<file path="src/logic/bldc_pkg.sv">
// Shared constants, types and range decoding for the brushless servo core
`default_nettype none
package bldc_pkg;
  // Timing
  localparam int SYS_CLK_NS = 50;
  localparam int STOP_CLEAR_NS = 1000000;
  localparam int STOP_CLEAR_CYCLES = (STOP_CLEAR_NS + SYS_CLK_NS - 1) / SYS_CLK_NS;
  localparam int REF_LOSS_CYCLES = 131071;
  localparam logic [7:0] PROT_DELAY_EDGES = 8'h40;
  // Range selection values
  localparam logic [10:0] RANGE_1024 = 11'h400;
  localparam logic [10:0] RANGE_512 = 11'h200;
  localparam logic [10:0] RANGE_256 = 11'h100;
  // Tacho Schmitt thresholds on the amplifier sample
  localparam logic [7:0] SCHMITT_HI = 8'hA0;
  localparam logic [7:0] SCHMITT_LO = 8'h60;
  // Speed loop
  localparam logic [7:0] DUTY_START = 8'hFF;
  localparam int GAIN_SHIFT = 2;
  localparam int LOCK_TOL_SHIFT = 4;

  typedef enum logic [1:0] {
    ST_STOP = 2'h0,
    ST_RUN = 2'h1,
    ST_LOCKOUT = 2'h3,
    ST_LOCK_STOP = 2'h2
  } servo_state_e;

  // Bit 0 is phase U, bit 1 V, bit 2 W
  typedef struct packed {
    logic [2:0] high;
    logic [2:0] low;
  } drive_s;

  typedef struct packed {
    logic [7:0] plus;
    logic [7:0] minus;
  } hall_pair_s;

  typedef struct packed {
    logic [10:0] count;
    logic [10:0] divisor;
  } range_s;

  // Open select pins read high, so the pins simply pass as levels
  function automatic range_s range_decode(input logic a, input logic b);
    range_s r;
    case ({a, b})
      2'b11: r = '{count: RANGE_1024, divisor: RANGE_1024};
      2'b10: r = '{count: RANGE_1024, divisor: RANGE_512};
      2'b01: r = '{count: RANGE_256, divisor: RANGE_256};
      default: r = '{count: RANGE_512, divisor: RANGE_512};
    endcase
    return r;
  endfunction : range_decode
endpackage : bldc_pkg
`default_nettype wire

</file>
<file path="src/logic/hall_commutator.sv">
// Hall comparators and six-step commutation decode
`timescale 1ns/1ps
`default_nettype none
module hall_commutator (
  input wire bldc_pkg::hall_pair_s i_hall_a,
  input wire bldc_pkg::hall_pair_s i_hall_b,
  input wire bldc_pkg::hall_pair_s i_hall_c,
  input wire logic i_reverse,
  output bldc_pkg::drive_s o_comm,
  output logic o_valid
);
  logic [2:0] code;
  logic [2:0] hi;
  logic [2:0] lo;

  // A sensor reads high only when plus strictly exceeds minus
  assign code = {i_hall_a.plus > i_hall_a.minus,
                 i_hall_b.plus > i_hall_b.minus,
                 i_hall_c.plus > i_hall_c.minus};

  // Six valid codes each pick one upper and one lower switch
  always_comb begin
    hi = 3'h0;
    lo = 3'h0;
    case (code)
      3'b001: begin hi = 3'h1; lo = 3'h2; end
      3'b011: begin hi = 3'h1; lo = 3'h4; end
      3'b010: begin hi = 3'h2; lo = 3'h4; end
      3'b110: begin hi = 3'h2; lo = 3'h1; end
      3'b100: begin hi = 3'h4; lo = 3'h1; end
      3'b101: begin hi = 3'h4; lo = 3'h2; end
      default: begin hi = 3'h0; lo = 3'h0; end
    endcase
  end

  // Reverse swaps the roles, which runs the field backwards
  assign o_comm = i_reverse ? bldc_pkg::drive_s'{high: lo, low: hi}
                            : bldc_pkg::drive_s'{high: hi, low: lo};
  assign o_valid = (code != 3'h0) && (code != 3'h7);
endmodule : hall_commutator
`default_nettype wire

</file>
<file path="src/logic/vco_nco.sv">
// Digital VCO: reference frequency times divisor, with fallback reference
`timescale 1ns/1ps
`default_nettype none
module vco_nco #(
  parameter int REF_LOSS = bldc_pkg::REF_LOSS_CYCLES
) (
  input wire logic i_sys_clk,
  input wire logic i_rst_n,
  input wire logic i_clear,
  input wire logic i_ref_edge,
  input wire logic i_fallback_edge,
  input wire logic [10:0] i_divisor,
  output logic o_tick,
  output logic o_ref_lost
);
  typedef struct packed {
    logic [19:0] cnt;
    logic [19:0] per;
    logic [19:0] acc;
    logic [16:0] loss;
    logic lost;
    logic tick;
  } vco_state_s;

  vco_state_s st_q;
  vco_state_s st_d;
  logic ref_ev;
  logic [20:0] sum;

  // Fractional accumulator: one tick per per/divisor system cycles
  always_comb begin
    st_d = st_q;
    st_d.tick = 1'b0;
    sum = {1'b0, st_q.acc} + {10'h0, i_divisor};
    // A stopped reference hands timing to the protection node
    ref_ev = st_q.lost ? i_fallback_edge : i_ref_edge;
    if (i_ref_edge) begin
      st_d.loss = 17'h0;
      st_d.lost = 1'b0;
    end else if (st_q.loss == REF_LOSS[16:0]) begin
      st_d.lost = 1'b1;
    end else begin
      st_d.loss = st_q.loss + 17'h1;
    end
    if (ref_ev) begin
      st_d.per = st_q.cnt + 20'h1;
      st_d.cnt = 20'h0;
    end else if (st_q.cnt != 20'hFFFFF) begin
      st_d.cnt = st_q.cnt + 20'h1;
    end
    // No period measured yet means no ticks at all
    if (st_q.per != 20'h0) begin
      if (sum >= {1'b0, st_q.per}) begin
        st_d.acc = 20'(sum - {1'b0, st_q.per});
        st_d.tick = 1'b1;
      end else begin
        st_d.acc = sum[19:0];
      end
    end
    if (i_clear) begin
      st_d = '0;
    end
  end

  always_ff @(posedge i_sys_clk or negedge i_rst_n) begin
    if (!i_rst_n) begin
      st_q <= '0;
    end else begin
      st_q <= st_d;
    end
  end

  assign o_tick = st_q.tick;
  assign o_ref_lost = st_q.lost;
endmodule : vco_nco
`default_nettype wire

</file>
<file path="src/logic/bldc_speed_servo_commutator.sv">
// Brushless pre-driver core: commutation, PWM gating, speed servo, protection
`timescale 1ns/1ps
`default_nettype none
module bldc_speed_servo_commutator #(
  parameter int STOP_CLEAR_CYCLES = bldc_pkg::STOP_CLEAR_CYCLES,
  parameter int REF_LOSS_CYCLES = bldc_pkg::REF_LOSS_CYCLES
) (
  input wire logic i_sys_clk,
  input wire logic i_rst_n,
  input wire logic [7:0] i_hall_a_plus,
  input wire logic [7:0] i_hall_a_minus,
  input wire logic [7:0] i_hall_b_plus,
  input wire logic [7:0] i_hall_b_minus,
  input wire logic [7:0] i_hall_c_plus,
  input wire logic [7:0] i_hall_c_minus,
  input wire logic [7:0] i_tacho_amp_output,
  input wire logic i_speed_reference_clock_in,
  input wire logic i_range_select_a,
  input wire logic i_range_select_b,
  input wire logic i_protect_timer_node,
  input wire logic i_protect_timer_osc,
  input wire logic i_start,
  input wire logic i_reverse,
  input wire logic [7:0] i_pwm_ramp,
  output bldc_pkg::drive_s o_drive,
  output logic o_speed_locked_flag,
  output logic o_tacho_pulse,
  output logic o_ref_lost,
  output logic signed [12:0] o_speed_error,
  output logic signed [12:0] o_phase_error
);
  typedef struct packed {
    bldc_pkg::servo_state_e fsm;
    logic tacho;
    logic ref_prev;
    logic osc_prev;
    logic [11:0] ticks;
    logic half;
    logic [10:0] ph;
    logic signed [12:0] spd_err;
    logic signed [12:0] ph_err;
    logic in_lock;
    logic spd_upd;
    logic [7:0] duty;
    logic [7:0] prot;
    logic [14:0] stop;
    bldc_pkg::drive_s drv;
  } servo_s;

  servo_s st_q;
  servo_s st_d;
  bldc_pkg::range_s rng;
  bldc_pkg::drive_s comm;
  logic comm_valid;
  logic vco_tick;
  logic tacho_edge;
  logic ref_edge;
  logic osc_edge;
  logic pwm_on;
  logic signed [12:0] serr;
  logic signed [12:0] perr;
  logic [12:0] abs_err;
  logic [12:0] tol;
  logic signed [13:0] adj;

  // Saturating duty step so a large error cannot wrap the duty
  function automatic logic [7:0] duty_step(input logic [7:0] d,
                                           input logic signed [13:0] a);
    logic signed [14:0] s;
    s = $signed({7'h0, d}) + 15'(a >>> bldc_pkg::GAIN_SHIFT);
    if (s < 15'sh0) return 8'h00;
    if (s > 15'sh00FF) return 8'hFF;
    return s[7:0];
  endfunction : duty_step

  hall_commutator u_hall (
    .i_hall_a(bldc_pkg::hall_pair_s'{plus: i_hall_a_plus, minus: i_hall_a_minus}),
    .i_hall_b(bldc_pkg::hall_pair_s'{plus: i_hall_b_plus, minus: i_hall_b_minus}),
    .i_hall_c(bldc_pkg::hall_pair_s'{plus: i_hall_c_plus, minus: i_hall_c_minus}),
    .i_reverse(i_reverse),
    .o_comm(comm),
    .o_valid(comm_valid)
  );

  // VCO runs at reference times divisor; cleared with the node reset
  vco_nco #(.REF_LOSS(REF_LOSS_CYCLES)) u_vco (
    .i_sys_clk(i_sys_clk),
    .i_rst_n(i_rst_n),
    .i_clear(!i_protect_timer_node),
    .i_ref_edge(ref_edge),
    .i_fallback_edge(osc_edge),
    .i_divisor(rng.divisor),
    .o_tick(vco_tick),
    .o_ref_lost(o_ref_lost)
  );

  // Edge detection and range decode
  assign rng = bldc_pkg::range_decode(i_range_select_a, i_range_select_b);
  assign ref_edge = i_speed_reference_clock_in && !st_q.ref_prev;
  assign osc_edge = i_protect_timer_osc && !st_q.osc_prev;
  assign tacho_edge = (i_tacho_amp_output >= bldc_pkg::SCHMITT_HI) && !st_q.tacho;
  assign pwm_on = i_pwm_ramp < st_q.duty;

  // Error terms: ticks above count means the motor runs slow
  assign serr = $signed({1'b0, st_q.ticks}) - $signed({2'b0, rng.count});
  assign perr = (st_q.ph < (rng.count >> 1)) ? $signed({2'b0, st_q.ph})
              : $signed({2'b0, st_q.ph}) - $signed({2'b0, rng.count});
  assign abs_err = serr[12] ? 13'(-serr) : 13'(serr);
  assign tol = {2'b0, rng.count} >> bldc_pkg::LOCK_TOL_SHIFT;
  assign adj = (st_q.half ? st_q.spd_err : serr) + perr;

  always_comb begin
    st_d = st_q;
    st_d.spd_upd = 1'b0;
    st_d.ref_prev = i_speed_reference_clock_in;
    st_d.osc_prev = i_protect_timer_osc;
    // Hysteresis keeps noise near the crossing from making extra edges
    if (i_tacho_amp_output >= bldc_pkg::SCHMITT_HI) begin
      st_d.tacho = 1'b1;
    end else if (i_tacho_amp_output <= bldc_pkg::SCHMITT_LO) begin
      st_d.tacho = 1'b0;
    end
    // Count VCO ticks in the period and run the phase reference
    if (vco_tick) begin
      if (st_q.ticks != 12'hFFF) begin
        st_d.ticks = st_q.ticks + 12'h1;
      end
      // Wrap at or above the point, so a smaller new range cannot leave it stranded
      st_d.ph = (st_q.ph >= rng.count - 11'h1) ? 11'h0 : st_q.ph + 11'h1;
    end
    if (tacho_edge) begin
      st_d.ticks = 12'h0;
      st_d.half = !st_q.half;
      st_d.ph_err = perr;
      // Only every other period is measured and reported
      if (!st_q.half) begin
        st_d.spd_err = serr;
        st_d.spd_upd = 1'b1;
        st_d.in_lock = abs_err <= tol;
      end
      // Inside the band only phase steers; outside both terms do
      if ((!st_q.half && abs_err <= tol) || (st_q.half && st_q.in_lock)) begin
        st_d.duty = duty_step(st_q.duty, 14'(perr));
      end else begin
        st_d.duty = duty_step(st_q.duty, adj);
      end
    end
    // Start, run and stall protection
    case (st_q.fsm)
      bldc_pkg::ST_STOP: begin
        st_d.prot = 8'h0;
        st_d.duty = bldc_pkg::DUTY_START;
        if (i_start) begin
          st_d.fsm = bldc_pkg::ST_RUN;
        end
      end
      bldc_pkg::ST_RUN: begin
        if (!i_start) begin
          st_d.fsm = bldc_pkg::ST_STOP;
        end else if (st_q.in_lock) begin
          st_d.prot = 8'h0;
        end else if (osc_edge) begin
          // Delay counts node cycles, so it scales with its capacitor
          if (st_q.prot == bldc_pkg::PROT_DELAY_EDGES - 8'h1) begin
            st_d.fsm = bldc_pkg::ST_LOCKOUT;
          end else begin
            st_d.prot = st_q.prot + 8'h1;
          end
        end
      end
      bldc_pkg::ST_LOCKOUT: begin
        st_d.stop = 15'h0;
        if (!i_start) begin
          st_d.fsm = bldc_pkg::ST_LOCK_STOP;
        end
      end
      bldc_pkg::ST_LOCK_STOP: begin
        // A stop shorter than the clear time keeps the lockout
        if (i_start) begin
          st_d.fsm = bldc_pkg::ST_LOCKOUT;
        end else if (st_q.stop == 15'(STOP_CLEAR_CYCLES - 1)) begin
          st_d.fsm = bldc_pkg::ST_STOP;
        end else begin
          st_d.stop = st_q.stop + 15'h1;
        end
      end
      default: st_d.fsm = bldc_pkg::ST_STOP;
    endcase
    // Drive pattern; lockout keeps only the unchopped low side
    st_d.drv = '0;
    if (comm_valid && st_q.fsm == bldc_pkg::ST_RUN) begin
      st_d.drv.low = comm.low;
      st_d.drv.high = comm.high & {3{pwm_on}};
    end else if (comm_valid && st_q.fsm != bldc_pkg::ST_STOP) begin
      st_d.drv.low = comm.low;
    end
    // Low protection node is a power-on reset of the whole core
    if (!i_protect_timer_node) begin
      st_d = '0;
    end
  end

  always_ff @(posedge i_sys_clk or negedge i_rst_n) begin
    if (!i_rst_n) begin
      st_q <= '0;
    end else begin
      st_q <= st_d;
    end
  end

  // Outputs; the flag is high unless the last measured period was inside the band
  assign o_drive = st_q.drv;
  assign o_speed_locked_flag = !st_q.in_lock;
  assign o_tacho_pulse = st_q.tacho;
  assign o_speed_error = st_q.spd_err;
  assign o_phase_error = st_q.ph_err;
endmodule : bldc_speed_servo_commutator
`default_nettype wire

</file>
<file path="config.mk">
export PLATFORM = sky130hd
export DESIGN_NAME = bldc_speed_servo_commutator
export DESIGN_NICKNAME = d
export VERILOG_FILES = /design/src/logic/bldc_pkg.sv /design/src/logic/hall_commutator.sv /design/src/logic/vco_nco.sv /design/src/logic/bldc_speed_servo_commutator.sv
export SDC_FILE = /design/constraint.sdc
export NUM_CORES = 1
export LEC_CHECK = 0
export BUFFER_PORTS_ARGS = -buffer_cell sky130_fd_sc_hd__buf_4
export CORE_MARGIN = 2
export CORE_UTILIZATION = 66
export CTS_CLUSTER_DIAMETER = 120
export CTS_CLUSTER_SIZE = 16
export DETAILED_ROUTE_END_ITERATION = 10
export GPL_ROUTABILITY_DRIVEN = 0
export PLACE_DENSITY = 0.95
export SETUP_SLACK_MARGIN = 0.02
export SYNTH_ARGS = -nofsm -noshare
export SYNTH_HDL_FRONTEND = slang
export SYNTH_SLANG_ARGS = --single-unit
</file>
<file path="constraint.sdc">
create_clock -name i_sys_clk -period 8.9 [get_ports i_sys_clk]
set_clock_uncertainty 0.05 [all_clocks]
set_input_delay 0.445 -clock i_sys_clk [delete_from_list [all_inputs] [get_ports i_sys_clk]]
set_output_delay 0.445 -clock i_sys_clk [all_outputs]
set_load 0.02 [all_outputs]
</file>
; ---- After elaboration in Yosys (flattened, before gate mapping)
; Cells that the tools add are included.
[totals]
output_inout_bits = 35
ff_bits = 172
word_cells = 197
in_bits = 73
[op_classes]
n_eq_ne = 43
n_bitwise = 1
mux = 74
n_reduce_logical = 29
n_addsub = 15
magnitude_cmp = 14
[op_table]
columns = op, count
row1 = 2-to-1 mux 8 bit, 14
row2 = 2-to-1 mux 20 bit, 5
row3 = 2-to-1 mux 94 bit, 1
row4 = 2-to-1 mux 79 bit, 1
row5 = case mux 22 bit (3 select lines), 1
row6 = 2-to-1 mux 13 bit, 4
row7 = 2-to-1 mux 36 bit, 1
row8 = 2-to-1 mux 15 bit, 2
row9 = case mux 15 bit (2 select lines), 1
row10 = > comparator 8 bit, 3
row11 = 2-to-1 mux 12 bit, 2
row12 = "!= test 3 x 1 -> 1 bit, second input constant", 8
row13 = 2-to-1 mux 11 bit, 2
row14 = adder 20 x 11 -> 21 bit, 1
row15 = greater-or-equal comparator 21 x 20 -> 1 bit, 1
row16 = "adder 20 x 1 -> 20 bit, second input constant", 1
row17 = 2-to-1 mux 1 bit, 20
row18 = "!= test 20 bit, second input constant", 1
row19 = nonzero test 20 bit, 1
row20 = subtractor 20 bit, 1
row21 = 2-to-1 mux 18 bit, 1
row22 = 2-to-1 mux 2 bit, 9
row23 = "!= test 3 bit, second input constant", 6
row24 = case mux 3 bit (3 select lines), 2
row25 = 54 further kinds, 87

; ---- Logic depth before layout (Yosys ltp)
; Gate-level depths: netlist of the first run.
[depth]
word_depth = 19
depth_mapped = 23
ltp_nobuf = 21

; ---- By module
; Synthesis of the first run repeated with hierarchy kept, for this count alone.
[hier_totals]
hier_cells = 1550
area_unflattened_um2 = 13141.4
[modules_own_cells]
columns = mod, area_each_um2, seq_area_each_um2, instances, cells_per_inst
row1 = bldc_speed_servo_commutator, 7039.3, 2302.2, 1, 847
row2 = vco_nco, 5362.6, 1976.9, 1, 607
row3 = hall_commutator, 739.5, 0.0, 1, 96

; ---- Worst setup path after synthesis of the first run
; No wires, ideal clock.
[synth_timing]
path_type = input -> register
from = input i_range_select_b
to = register st_q[30] (netlist name)
path_buffers = 1
t_required_ps = 8702
slack_ps = 4319
setup_ps = 148
cell_stages = 19
arrival_ps = 4384
path_cell_list = inv_1 > nor2_1 > ha_1 > inv_1 > fa_1 > a211oi_1 > o21ai_0 > xnor2_1 > ha_1 > and4_1 > or4b_2 > a32oi_1 > o21ai_2 > o21ai_4 > or2_1 > buf_6 > a21oi_2 > nor2b_1 > a31oi_1
[synth_between]
elab_chain_len = 17
word_cells_on_any_way = 45
classes_between = add/sub: 6 / order compare: 6 / eq/ne: 3 / mux: 28 / reduce/logical: 2
[synth_lines]
columns = item, line
row1 = from (decl), bldc_speed_servo_commutator.sv:19  ; input wire logic i_range_select_b,
row2 = == test 2 x 1 -> 1 bit or == test 2 bit (tied branches), bldc_pkg.sv:48  ; case ({a, b})
row3 = case mux 22 bit (3 select lines) (*), bldc_pkg.sv:48
row4 = "subtractor 12 x 11 -> 13 bit, or another cell as far along", bldc_speed_servo_commutator.sv:105  ; assign serr = $signed({1'b0, st_q.ticks}) - $signed({2'b0, rng.count});
row5 = 2-to-1 mux 14 bit or 2-to-1 mux 13 bit (tied branches), "bldc_speed_servo_commutator.sv:110, bldc_speed_servo_commutator.sv:106"
row6 = adder 14 x 13 -> 14 bit, bldc_speed_servo_commutator.sv:110  ; assign adj = (st_q.half ? st_q.spd_err : serr) + perr;
row7 = adder 9 x 12 -> 13 bit, bldc_speed_servo_commutator.sv:70  ; s = $signed({7'h0, d}) + 15'(a >>> bldc_pkg::GAIN_SHIFT);
row8 = > comparator 13 x 9 -> 1 bit, bldc_speed_servo_commutator.sv:72  ; if (s > 15'sh00FF) return 8'hFF;
row9 = 2-to-1 mux 1 bit (2 in series), bldc_speed_servo_commutator.sv:72
row10 = 2-to-1 mux 1 bit, bldc_speed_servo_commutator.sv:142  ; if ((!st_q.half && abs_err <= tol) || (st_q.half && st_q.in_lock)) begin
row11 = 2-to-1 mux 1 bit, bldc_speed_servo_commutator.sv:131  ; if (tacho_edge) begin
row12 = 2-to-1 mux 8 bit, bldc_speed_servo_commutator.sv:73  ; return s[7:0];
row13 = 2-to-1 mux 8 bit, bldc_speed_servo_commutator.sv:72
row14 = 2-to-1 mux 8 bit (*), bldc_speed_servo_commutator.sv:142
row15 = 2-to-1 mux 36 bit (*), bldc_speed_servo_commutator.sv:131
row16 = 2-to-1 mux 8 bit (*), bldc_speed_servo_commutator.sv:149  ; case (st_q.fsm)
row17 = 2-to-1 mux 94 bit (*), bldc_speed_servo_commutator.sv:198  ; if (!i_protect_timer_node) begin
row18 = to (signal assigned), bldc_speed_servo_commutator.sv:207  ; st_q <= st_d;
row19 = to (decl), bldc_speed_servo_commutator.sv:50  ; servo_s st_q;
; Mark *: on every way between the ends. The rest lies on a longest branch, timed or not. The select of a mux whose other input is x is not followed.
; A chain may end at the register's enable or synchronous reset.

; ---- Worst setup path in the final report of the first run
[layout_timing]
from = register st_q[76] (netlist name)
to = register st_q[32] (netlist name)
[layout_between]
elab_chain_len = 14
word_cells_on_any_way = 23
classes_between = add/sub: 2 / order compare: 2 / mux: 15 / reduce/logical: 4
[layout_lines]
columns = item, line
row1 = 2-to-1 mux 14 bit, bldc_speed_servo_commutator.sv:110
row2 = adder 14 x 13 -> 14 bit, bldc_speed_servo_commutator.sv:110
row3 = adder 9 x 12 -> 13 bit, bldc_speed_servo_commutator.sv:70
row4 = > comparator 13 x 9 -> 1 bit, bldc_speed_servo_commutator.sv:72
row5 = 2-to-1 mux 1 bit (2 in series), bldc_speed_servo_commutator.sv:72
row6 = 2-to-1 mux 1 bit, bldc_speed_servo_commutator.sv:142
row7 = 2-to-1 mux 1 bit, bldc_speed_servo_commutator.sv:131
row8 = 2-to-1 mux 8 bit, bldc_speed_servo_commutator.sv:73
row9 = 2-to-1 mux 8 bit, bldc_speed_servo_commutator.sv:72
row10 = 2-to-1 mux 8 bit (*), bldc_speed_servo_commutator.sv:142
row11 = 2-to-1 mux 36 bit (*), bldc_speed_servo_commutator.sv:131
row12 = 2-to-1 mux 8 bit (*), bldc_speed_servo_commutator.sv:149
row13 = 2-to-1 mux 94 bit (*), bldc_speed_servo_commutator.sv:198
; Marks and branches as above.

==> results.py, run 1 <==
metrics = {
    "clock_network": {
        "ctsResizeCount": 0,
        "cts_made_buffers": 17,
        "cts_tree": "done",
        "clk_pin_slew_ps": 70,
        "htreeDepth": 4,
        "cts_hold_buffers": 0,
        "cts_setup_buffers": 0,
        "insertion_delay_ps": 450,
        "clkSinkCount": 171,
        "ctsRootBufferMaster": "clkbuf_16",
        "clockBufferDepth": 2,
    },
    "global_route": {
        "grt_pass1_wl_um": 51220,
        "grt_overflow": 0,
        "met1_usage": 0.3985,
        "gr-usage-met2": 0.5271,
        "grt_antenna_before_repair": 0,
        "grtUsageTotal": 0.3139,
        "grt_max_degree": 108,
        "grt_pass1_vias": 10957,
        "grtUsageMet3": 0.04860,
        "grt.busiest_layer": "met2",
    },
    "floorplanning": {
        "initial_core_util": 0.6704,
        "core_um2": 18710,
        "fp.dieArea_um2": 20120,
        "dieHeight_um": 141.8,
        "die-width_um": 141.8,
        "row_count": 50,
        "io_pins": 108,
    },
    "worst_setup_path": {
        "worst_path_largest_cell_delay_ps": 870,
        "worst-path-stages": 16,
        "critPathLaunchType": "flop",
        "cp-startpoint": "st_q[76]",
        "crit_family": "compound AO/OA/AOI/OAI gates",
        "criticalPathCategory": "flop to flop",
        "endpoint_kind": "flop",
        "r2r_start": "st_q[76]",
        "crit_fanout": 20,
        "crit_slowest_cell": "dfrtp_1",
        "cp.required_ps": 9130,
        "worstPathArrival_ps": 5830,
        "path_buf_inv": 0,
        "path_cells": "mux2_2 -> ha_1 -> a21o_1 -> a21o_1 -> or4_1 -> o21ai_0 -> xnor2_1 -> ha_1 -> o21ai_0 -> a21oi_1 -> nor4_1 -> nor3_1 -> nor4bb_1 -> o211ai_1 -> xnor2_1 -> a31oi_1",
        "reg2regPathDepth": 16,
    },
    "sta": {
        "hold_violations": 0,
        "hold_slack_ps": 24.31,
        "rsz0062_at_grt": "false",
        "maxSlewViolCount": 0,
        "period_needed_ps": 5608,
        "max_slew_margin": 0.2598,
        "timing.fmax_mhz": 178.3,
        "fin_crit_sh": 0.6301,
        "worst_pin_slew_ps": 1099,
        "setup_violations": 0,
        "final.setup.tns_ps": 0,
    },
    "final_layout": {
        "fillers": 1291,
        "drive_above_1_share": 0.1139,
        "seq_area_um2": 4279,
        "multiInputGateArea_um2": 7500,
        "antennaDiodeCount": 0,
        "layout_common_cells": "dfrtp_1, nor2_1, nand2_1",
        "area_growth_pct": 10.42,
        "layout_commonest_cell": "dfrtp_1",
        "fin_nets": 1712,
        "fin_area_um2": 13850,
    },
    "route": {
        "ant_nets": 0,
        "wl_per_cell_um": 17.63,
        "wirelength_um": 31220,
        "vias_per_cell": 6.408,
        "first_iter_violations": 1119,
        "vias": 11349,
        "drt_pre_antenna_iters": 6,
        "drc": 0,
    },
    "yosys": {
        "async_flop_share": 1.000,
        "yosysSeqAreaShare": 0.3412,
        "synth_area_um2": 12540,
        "syn_inst": 1473,
        "yosys_warnings": 0,
        "synth_cell_types": 76,
        "yosys_most_used_dff": "dfrtp_1",
        "synth_nets": 1661,
        "yosys_register_bits": 171,
        "syn_area_per_cell_um2": 8.514,
        "synth_edf_count": 0,
    },
    "place": {
        "dpl_cell_area_um2": 13250,
        "dpl.hpwl_um": 21940,
        "numPortBuffers": 107,
    },
    "worst_hold_path": {
        "hold_path.class": "input pin to asynchronous set/reset pin",
    },
    "pwr": {
        "peakVddDrop_mv": 0.1645,
        "p_per_area_nw_per_um2": 214.9,
        "leakage_nw": 6.524,
    },
    "run_status": {
        "status": "completed",
    },
    "job": {
        "maxCapViolCount": 0,
    },
}
## worst paths after layout
| kind | slack [ps] | end |
|---|---|---|
| max | 3290 | st_q[32] |
| min | 20 | st_q[22] |
| max reg2reg | 3290 | st_q[32] |
| min reg2reg | 470 | st_q[9] |
| max in group asynchronous | 7420 | o_speed_error[12] |
| min in group i_sys_clk | 160 | st_q[90] |
## cells in the mapped netlist, types with 5 or more instances
library cell | number | share of area
buf_4 | 32 | 0.019
dfrtp_1 | 171 | 0.34
o41ai_1 | 7 | 0.0049
xor2_1 | 42 | 0.029
nor2_1 | 163 | 0.049
clkbuf_1 | 35 | 0.010
a211oi_1 | 28 | 0.017
nor4_1 | 9 | 0.0045
nand3_1 | 48 | 0.019
nand2_1 | 128 | 0.038
o211ai_1 | 5 | 0.0030
o31ai_1 | 9 | 0.0054
o21ai_0 | 100 | 0.040
ha_1 | 109 | 0.11
buf_1 | 6 | 0.0018
o22ai_1 | 8 | 0.0040
a31oi_1 | 20 | 0.010
or3_1 | 10 | 0.0050
nand4_1 | 16 | 0.0080
mux2i_1 | 17 | 0.014
and2_1 | 8 | 0.0040
nand2b_1 | 16 | 0.0080
fa_1 | 6 | 0.0096
xnor2_1 | 56 | 0.039
nor3_1 | 29 | 0.012
o21a_1 | 14 | 0.0084
inv_1 | 90 | 0.027
and3_1 | 34 | 0.017
a21o_1 | 27 | 0.016
mux2_2 | 12 | 0.011
nor4b_1 | 6 | 0.0042
a21boi_0 | 5 | 0.0030
nor2b_1 | 21 | 0.010
a211o_1 | 5 | 0.0035
a21oi_1 | 106 | 0.042
## per-layer routing
metal  up-vias  routed length, um
li1       5295                  -
met1      5359              12640
met2       548              15020
met3       147               2225
met4         0               1329
met5         -                  0
## where the power goes
part / switching [W] / leakage (nW) / internal [W]
clock: 0.000354 / 0.291 / 0.000424
sequential: 0.0000871 / 2.33 / 0.000851
combinational: 0.000735 / 3.90 / 0.000526
total: 0.00118 / 6.52 / 0.00180
## area by class of cell
class / count / area share
inverter: 90 / 0.02440
multi-input combinational: 1133 / 0.5416
tap: 234 / 0.02114
clock inverter: 15 / 0.01265
clock buffer: 17 / 0.03072
timing repair buffer: 111 / 0.06045
sequential: 171 / 0.3090
## worst register-to-register path: stages, from the launching register on
cell,delay [ps]
dfrtp_1,870
mux2_2,440
ha_1,330
a21o_1,200
a21o_1,200
or4_1,480
o21ai_0,230
xnor2_1,100
ha_1,370
o21ai_0,140
a21oi_1,260
nor4_1,80
nor3_1,430
nor4bb_1,260
o211ai_1,140
xnor2_1,610
a31oi_1,220
## sequential cells by signal (all words and copies together), names as in the netlist
name / flops
st_q: 60
u_vco.st_q: 77
o_speed_error: 13
o_phase_error: 12
o_tacho_pulse: 1
u_vco.o_tick: 1
o_drive: 6
u_vco.o_ref_lost: 1
## stage by stage
stage	total power, W	std cells	util	setup WS, ps
detailed placement	0.002164	1739	0.7082	3502
global placement	0.002095	1739	0.7082	3766
floorplan	0.001882	1473	-	4319
global route	0.003160	1771	0.7403	2993
finish	0.002976	1771	0.7403	3292
CTS	0.002950	1771	0.7403	3445
## kinds of logic (layout without fill, tap and decap cells)
logic type	count (synthesis)	count (layout)	share of synthesized area
and+or+nand+nor	519	519	0.2004
AOI/OAI and AO/OA	371	371	0.1852
muxes	29	29	0.02434
other	1	1	0.0002990
adders and majority gates	115	115	0.1183
xor gates and xnor gates	98	98	0.06844
DFF	171	171	0.3412
buffers and inverters	169	233	0.06176
No activity file was read; power rests on OpenSTA's default activity.
==> inputs of run 2 (changes only) <==
--- a/config.mk
+++ b/config.mk
@@ -7,12 +7,12 @@
 export LEC_CHECK = 0
 export BUFFER_PORTS_ARGS = -buffer_cell sky130_fd_sc_hd__buf_4
 export CORE_MARGIN = 2
-export CORE_UTILIZATION = 66
+export CORE_UTILIZATION = 55
 export CTS_CLUSTER_DIAMETER = 120
 export CTS_CLUSTER_SIZE = 16
 export DETAILED_ROUTE_END_ITERATION = 10
 export GPL_ROUTABILITY_DRIVEN = 0
-export PLACE_DENSITY = 0.95
+export PLACE_DENSITY = 0.86
 export SETUP_SLACK_MARGIN = 0.02
 export SYNTH_ARGS = -nofsm -noshare
 export SYNTH_HDL_FRONTEND = slang
==> constraint.sdc (replaced) <==
create_clock -name i_sys_clk -period 5.01 [get_ports i_sys_clk]
set_clock_uncertainty 0.05 [all_clocks]
set_input_delay 0.2505 -clock i_sys_clk [delete_from_list [all_inputs] [get_ports i_sys_clk]]
set_output_delay 0.2505 -clock i_sys_clk [all_outputs]
set_load 0.02 [all_outputs]
==> results.py, run 2 (synthesis results as in run 1) <==
metrics = {
    "worst_setup_path": {
        "critPathLaunchType": "flop",
        "worst_path_largest_cell_delay_ps": 600,
        "crit_fanout": 10,
        "endpoint_kind": "flop",
        "criticalPathCategory": "flop to flop",
        "path_cells": "inv_1 -> ha_1 -> inv_1 -> fa_1 -> a211oi_1 -> buf_4 -> o21ai_0 -> xnor2_1 -> ha_1 -> and4_1 -> or4b_2 -> a32oi_1 -> o21ai_2 -> o21ai_4 -> or2_1 -> a21oi_1 -> nor2_1 -> a31oi_1",
        "cp.required_ps": 5250,
        "worstPathArrival_ps": 5010,
        "path_buf_inv": 3,
        "crit_family": "compound AO/OA/AOI/OAI gates",
        "crit_slowest_cell": "or4b_2",
    },
    "sta": {
        "rsz0062_at_grt": "false",
        "setup_violations": 0,
        "period_needed_ps": 4776,
        "fin_crit_sh": 0.9533,
        "worst_pin_slew_ps": 1103,
        "hold_slack_ps": 58.69,
        "hold_violations": 0,
        "max_slew_margin": 0.2567,
        "fin_ws_ps": 234.0,
        "maxSlewViolCount": 0,
        "timing.fmax_mhz": 209.4,
        "final.setup.tns_ps": 0,
    },
    "floorplanning": {
        "row_count": 55,
        "core_um2": 22500,
        "die-width_um": 155,
        "io_pins": 108,
        "initial_core_util": 0.5573,
        "fp.dieArea_um2": 24030,
        "dieHeight_um": 155,
    },
    "final_layout": {
        "largest_reg_flops": 77,
        "layout_commonest_cell": "dfrtp_1",
        "layout_common_cells": "dfrtp_1, nor2_1, nand2_1",
        "regMostFlops": "u_vco.st_q",
        "drive_above_1_share": 0.1184,
        "fin_nets": 1721,
        "antennaDiodeCount": 0,
        "area_growth_pct": 11.56,
        "fin_area_um2": 13990,
        "utilization": 0.6217,
    },
    "place": {
        "dpl.hpwl_um": 21280,
        "dpl_cell_area_um2": 13360,
        "place_ws_ps": 159.8,
        "numPortBuffers": 107,
    },
    "clock_network": {
        "clkSinkCount": 171,
        "clk_pin_slew_ps": 70,
        "cts_setup_buffers": 0,
        "insertion_delay_ps": 430,
        "htreeDepth": 4,
        "ctsRootBufferMaster": "clkbuf_16",
        "cts_made_buffers": 17,
        "clockBufferDepth": 2,
        "cts_tree": "done",
    },
    "pwr": {
        "leakage_nw": 6.570,
        "p_int_w": 0.003211,
        "pwr-share-seq": 0.318,
        "p_per_area_nw_per_um2": 373.0,
        "peakVddDrop_mv": 0.2398,
        "switching_share": 0.3846,
        "switchingPower_w": 0.002007,
        "p_clk_frac": 0.259,
        "combPwrFrac": 0.422,
    },
    "route": {
        "wl_per_cell_um": 15.89,
        "first_iter_violations": 871,
        "ant_nets": 0,
        "wirelength_um": 29090,
        "vias": 10934,
        "vias_per_cell": 5.972,
        "drt_pre_antenna_iters": 5,
        "drc": 0,
    },
    "global_route": {
        "grt_pass1_vias": 10429,
        "grtUsageTotal": 0.2448,
        "grt_max_degree": 78,
        "grt_antenna_before_repair": 0,
        "grt_pass1_wl_um": 48490,
        "grt_overflow": 0,
    },
    "worst_hold_path": {
        "hold_path.class": "input pin to flop",
    },
    "run_status": {
        "status": "completed",
    },
    "job": {
        "maxCapViolCount": 0,
    },
}
[run 2: path summary, 6_finish.rpt]
| kind | from | endpoint | slack [ps] | cells after the start |
|---|---|---|---|---|
| hold reg to reg | st_q[22] | st_q[22] | 470 | 2 |
| max in group asynchronous | i_rst_n | u_vco.st_q[76] | 3410 | 3 |
| hold / removal | i_tacho_amp_output[6] | o_tacho_pulse | 60 | 3 |
| setup reg to reg | st_q[85] | st_q[31] | 230 | 18 |
| setup / recovery | st_q[85] | st_q[31] | 230 | 18 |
| min in group asynchronous | i_rst_n | st_q[8] | 360 | 2 |
[run 2: repair_timing]
action                     CTS  global route
hold endpoints to repair    77             0
resized for setup            0             2
hold buffers                 3             0
setup endpoints to repair    0             8
[run 2: power by group through the flow]
stage	clock network, W	registers, W	logic [W]
final	0.00135	0.00166	0.00220
after global routing	0.00143	0.00168	0.00248
after global placement	0	0.00168	0.00208
after detailed placement	0	0.00168	0.00216
after floorplan	0	0.00163	0.00171
after CTS	0.00137	0.00166	0.00217
[run 2: final cells by class]
class,count,area [um2]
tap,285,356.6
inverter,90,337.8
fill,1822,8512
clock buffer,18,439.2
clock inverter,14,157.7
sequential,171,4279
multi-input combinational,1133,7508
timing repair buffer,120,912.1
[run 2: metal layers]
layer  routed length [um]  global-route usage  up-vias
met5                    0                   0        -
met4                  484             0.07848        0
met3                 1988             0.05070       48
met2                13840              0.4059      364
met1                12770              0.3226     5210
li1                     -                   -     5312
[run 2: metrics by stage]
step	instances	power, W
floorplan	1473	0.003343
global placement	1796	0.003753
detailed placement	1796	0.003835
CTS	1831	0.005200
global route	1831	0.005586
finish	1831	0.005218
[run 2: worst register-to-register path, stage by stage (launching register included)]
cell      delay (ps)
dfrtp_1          410
inv_1            130
ha_1             190
inv_1             60
fa_1             460
a211oi_1         300
buf_4            210
o21ai_0          140
xnor2_1          180
ha_1             310
and4_1           230
or4b_2           600
a32oi_1          250
o21ai_2          110
o21ai_4          340
or2_1            330
a21oi_1          110
nor2_1           150
a31oi_1           70
==> inputs of run 3 (changes only) <==
--- a/config.mk
+++ b/config.mk
@@ -7,12 +7,12 @@
 export LEC_CHECK = 0
 export BUFFER_PORTS_ARGS = -buffer_cell sky130_fd_sc_hd__buf_4
 export CORE_MARGIN = 2
-export CORE_UTILIZATION = 55
+export CORE_UTILIZATION = 25
 export CTS_CLUSTER_DIAMETER = 120
 export CTS_CLUSTER_SIZE = 16
 export DETAILED_ROUTE_END_ITERATION = 10
 export GPL_ROUTABILITY_DRIVEN = 0
-export PLACE_DENSITY = 0.86
+export PLACE_DENSITY_LB_ADDON = 0.3
 export SETUP_SLACK_MARGIN = 0.02
 export SYNTH_ARGS = -nofsm -noshare
 export SYNTH_HDL_FRONTEND = slang
==> results.py, run 3 (synthesis results as in run 1) <==
metrics = {
    "sta": {
        "max_slew_margin": 0.2622,
        "fin_crit_sh": 0.9219,
        "maxSlewViolCount": 0,
        "timing.fmax_mhz": 216.5,
        "setup_violations": 0,
        "final.setup.tns_ps": 0,
        "period_needed_ps": 4619,
        "fin_ws_ps": 391.1,
        "hold_violations": 0,
        "worst_pin_slew_ps": 1095,
        "rsz0062_at_grt": "false",
    },
    "clock_network": {
        "cts_tree": "done",
        "ctsRootBufferMaster": "clkbuf_16",
        "cts_made_buffers": 17,
        "cts_setup_buffers": 0,
        "clockBufferDepth": 2,
        "htreeDepth": 4,
        "insertion_delay_ps": 480,
        "clkSinkCount": 171,
        "clk_pin_slew_ps": 70,
    },
    "worst_setup_path": {
        "crit_fanout": 19,
        "critPathLaunchType": "flop",
        "reg2regPathDepth": 18,
        "worstPathArrival_ps": 4980,
        "crit_slowest_cell": "or4_1",
        "path_cells": "buf_4 -> mux2_2 -> ha_1 -> nand2_1 -> nor3_1 -> or4_1 -> o21ai_0 -> xnor2_1 -> ha_1 -> o21ai_0 -> a21oi_1 -> nor4_1 -> nor3_1 -> buf_4 -> mux2_2 -> a32oi_1 -> o21bai_2 -> a31oi_1",
        "worst_path_largest_cell_delay_ps": 530,
        "endpoint_kind": "flop",
        "cp.required_ps": 5370,
        "criticalPathCategory": "flop to flop",
    },
    "route": {
        "wl_per_cell_um": 14.81,
        "vias_per_cell": 4.760,
        "ant_nets": 0,
        "first_iter_violations": 648,
        "vias": 10590,
        "wirelength_um": 32960,
        "drt_pre_antenna_iters": 5,
        "drc": 0,
    },
    "final_layout": {
        "layout_common_cells": "dfrtp_1, nor2_1, nand2_1",
        "antennaDiodeCount": 0,
        "layout_commonest_cell": "dfrtp_1",
        "regMostFlops": "u_vco.st_q",
        "fillers": 5338,
        "fin_area_um2": 14580,
        "area_growth_pct": 16.25,
        "largest_reg_flops": 77,
        "final_cells": 2225,
        "fin_nets": 1728,
        "drive_above_1_share": 0.1211,
    },
    "worst_hold_path": {
        "hold_path.class": "input pin to flop",
        "worstHoldPathCells": 3,
    },
    "global_route": {
        "grt_max_degree": 94,
        "grt_pass1_wl_um": 55190,
        "grtUsageTotal": 0.1310,
        "grt_overflow": 0,
        "grt_pass1_vias": 10666,
        "grt_antenna_before_repair": 0,
    },
    "place": {
        "dpl.hpwl_um": 24530,
        "numPortBuffers": 107,
        "place_ws_ps": 111.2,
        "dpl_cell_area_um2": 13890,
        "place_inst": 2188,
    },
    "pwr": {
        "p_int_w": 0.003218,
        "total_power_w": 0.005321,
        "peakVddDrop_mv": 0.2573,
        "p_per_area_nw_per_um2": 365.0,
        "p_clk_frac": 0.271,
        "combPwrFrac": 0.417,
        "switching_share": 0.3952,
        "switchingPower_w": 0.002103,
        "pwr-share-seq": 0.312,
        "leakage_nw": 6.624,
    },
    "run_status": {
        "status": "completed",
    },
    "floorplanning": {
        "fp.dieArea_um2": 51970,
        "die-width_um": 228.0,
        "core_um2": 49860,
        "dieHeight_um": 228.0,
        "io_pins": 108,
        "row_count": 82,
        "initial_core_util": 0.2515,
    },
    "job": {
        "maxCapViolCount": 0,
    },
}
run 3: cell types whose count changed in the layout (fill, tap and decap cells not counted), sizes merged:
cell and delta:
inv +1, buf +5, clkinv -1, dlygate4sd3 +2
clkbuf -1, clkinvlp +1
run 3: stage by stage:
| stage | hold slack, ps | util |
|---|---|---|
| 2_1_floorplan | -95.09 | - |
| 5_1_grt | 42.36 | 0.2924 |
| 6_report | 56.69 | 0.2924 |
| 3_3_place_gp | 315.1 | 0.2786 |
| 3_5_place_dp | 317.7 | 0.2786 |
| 4_1_cts | 20.45 | 0.2922 |
run 3: repair_timing:
item / CTS / global route
hold endpoints to repair: 81 / 0
gates resized for setup: 0 / 2
hold buffers: 5 / 0
setup endpoints to repair: 0 / 8
run 3: path summary, 6_finish.rpt:
| kind | end | from | slack, ps |
|---|---|---|---|
| worst min register to register | st_q[9] | st_q[9] | 450 |
| worst min-delay path | o_drive[5] | i_reverse | 60 |
| worst max-delay path | st_q[29] | st_q[76] | 390 |
| min in group asynchronous | u_vco.st_q[59] | i_rst_n | 320 |
| worst max register to register | st_q[29] | st_q[76] | 390 |
| max in group asynchronous | o_drive[4] | i_rst_n | 3570 |
run 3: routing by layer:
| layer | global-route usage | share of wire |
|---|---|---|
| met5 | 0 | 0 |
| met4 | 0.04882 | 0.023 |
| met3 | 0.03488 | 0.050 |
| met2 | 0.2069 | 0.45 |
| met1 | 0.1713 | 0.47 |
run 3: final cells by class:
| type | instances | area, um2 | area share |
|---|---|---|---|
| Tap cell | 672 | 840.8 | 0.05767 |
| Clock inverter | 15 | 202.7 | 0.01390 |
| Clock buffer | 17 | 425.4 | 0.02918 |
| Sequential cell | 171 | 4279 | 0.2935 |
| Inverter | 90 | 337.8 | 0.02317 |
| Multi-Input combinational cell | 1133 | 7511 | 0.5152 |
| Timing Repair Buffer | 127 | 982.2 | 0.06737 |
run 3: critical path: cells and delay by family (launching register included):
kind | cells | cell delay, ps
AOI/OAI and AO/OA | 6 | 1170
and+or+nand+nor | 5 | 1030
adders and majority gates | 2 | 700
muxes | 2 | 690
buffers and inverters | 2 | 430
DFF | 1 | 360
xor gates and xnor gates | 1 | 100
run 3: power groups by stage:
stage / registers [W] / logic (W) / clock network, W
after floorplan: 0.00163 / 0.00171 / 0
after global placement: 0.00169 / 0.00217 / 0
after detailed placement: 0.00169 / 0.00221 / 0
after CTS: 0.00166 / 0.00222 / 0.00149
after global routing: 0.00168 / 0.00252 / 0.00155
final: 0.00166 / 0.00222 / 0.00144
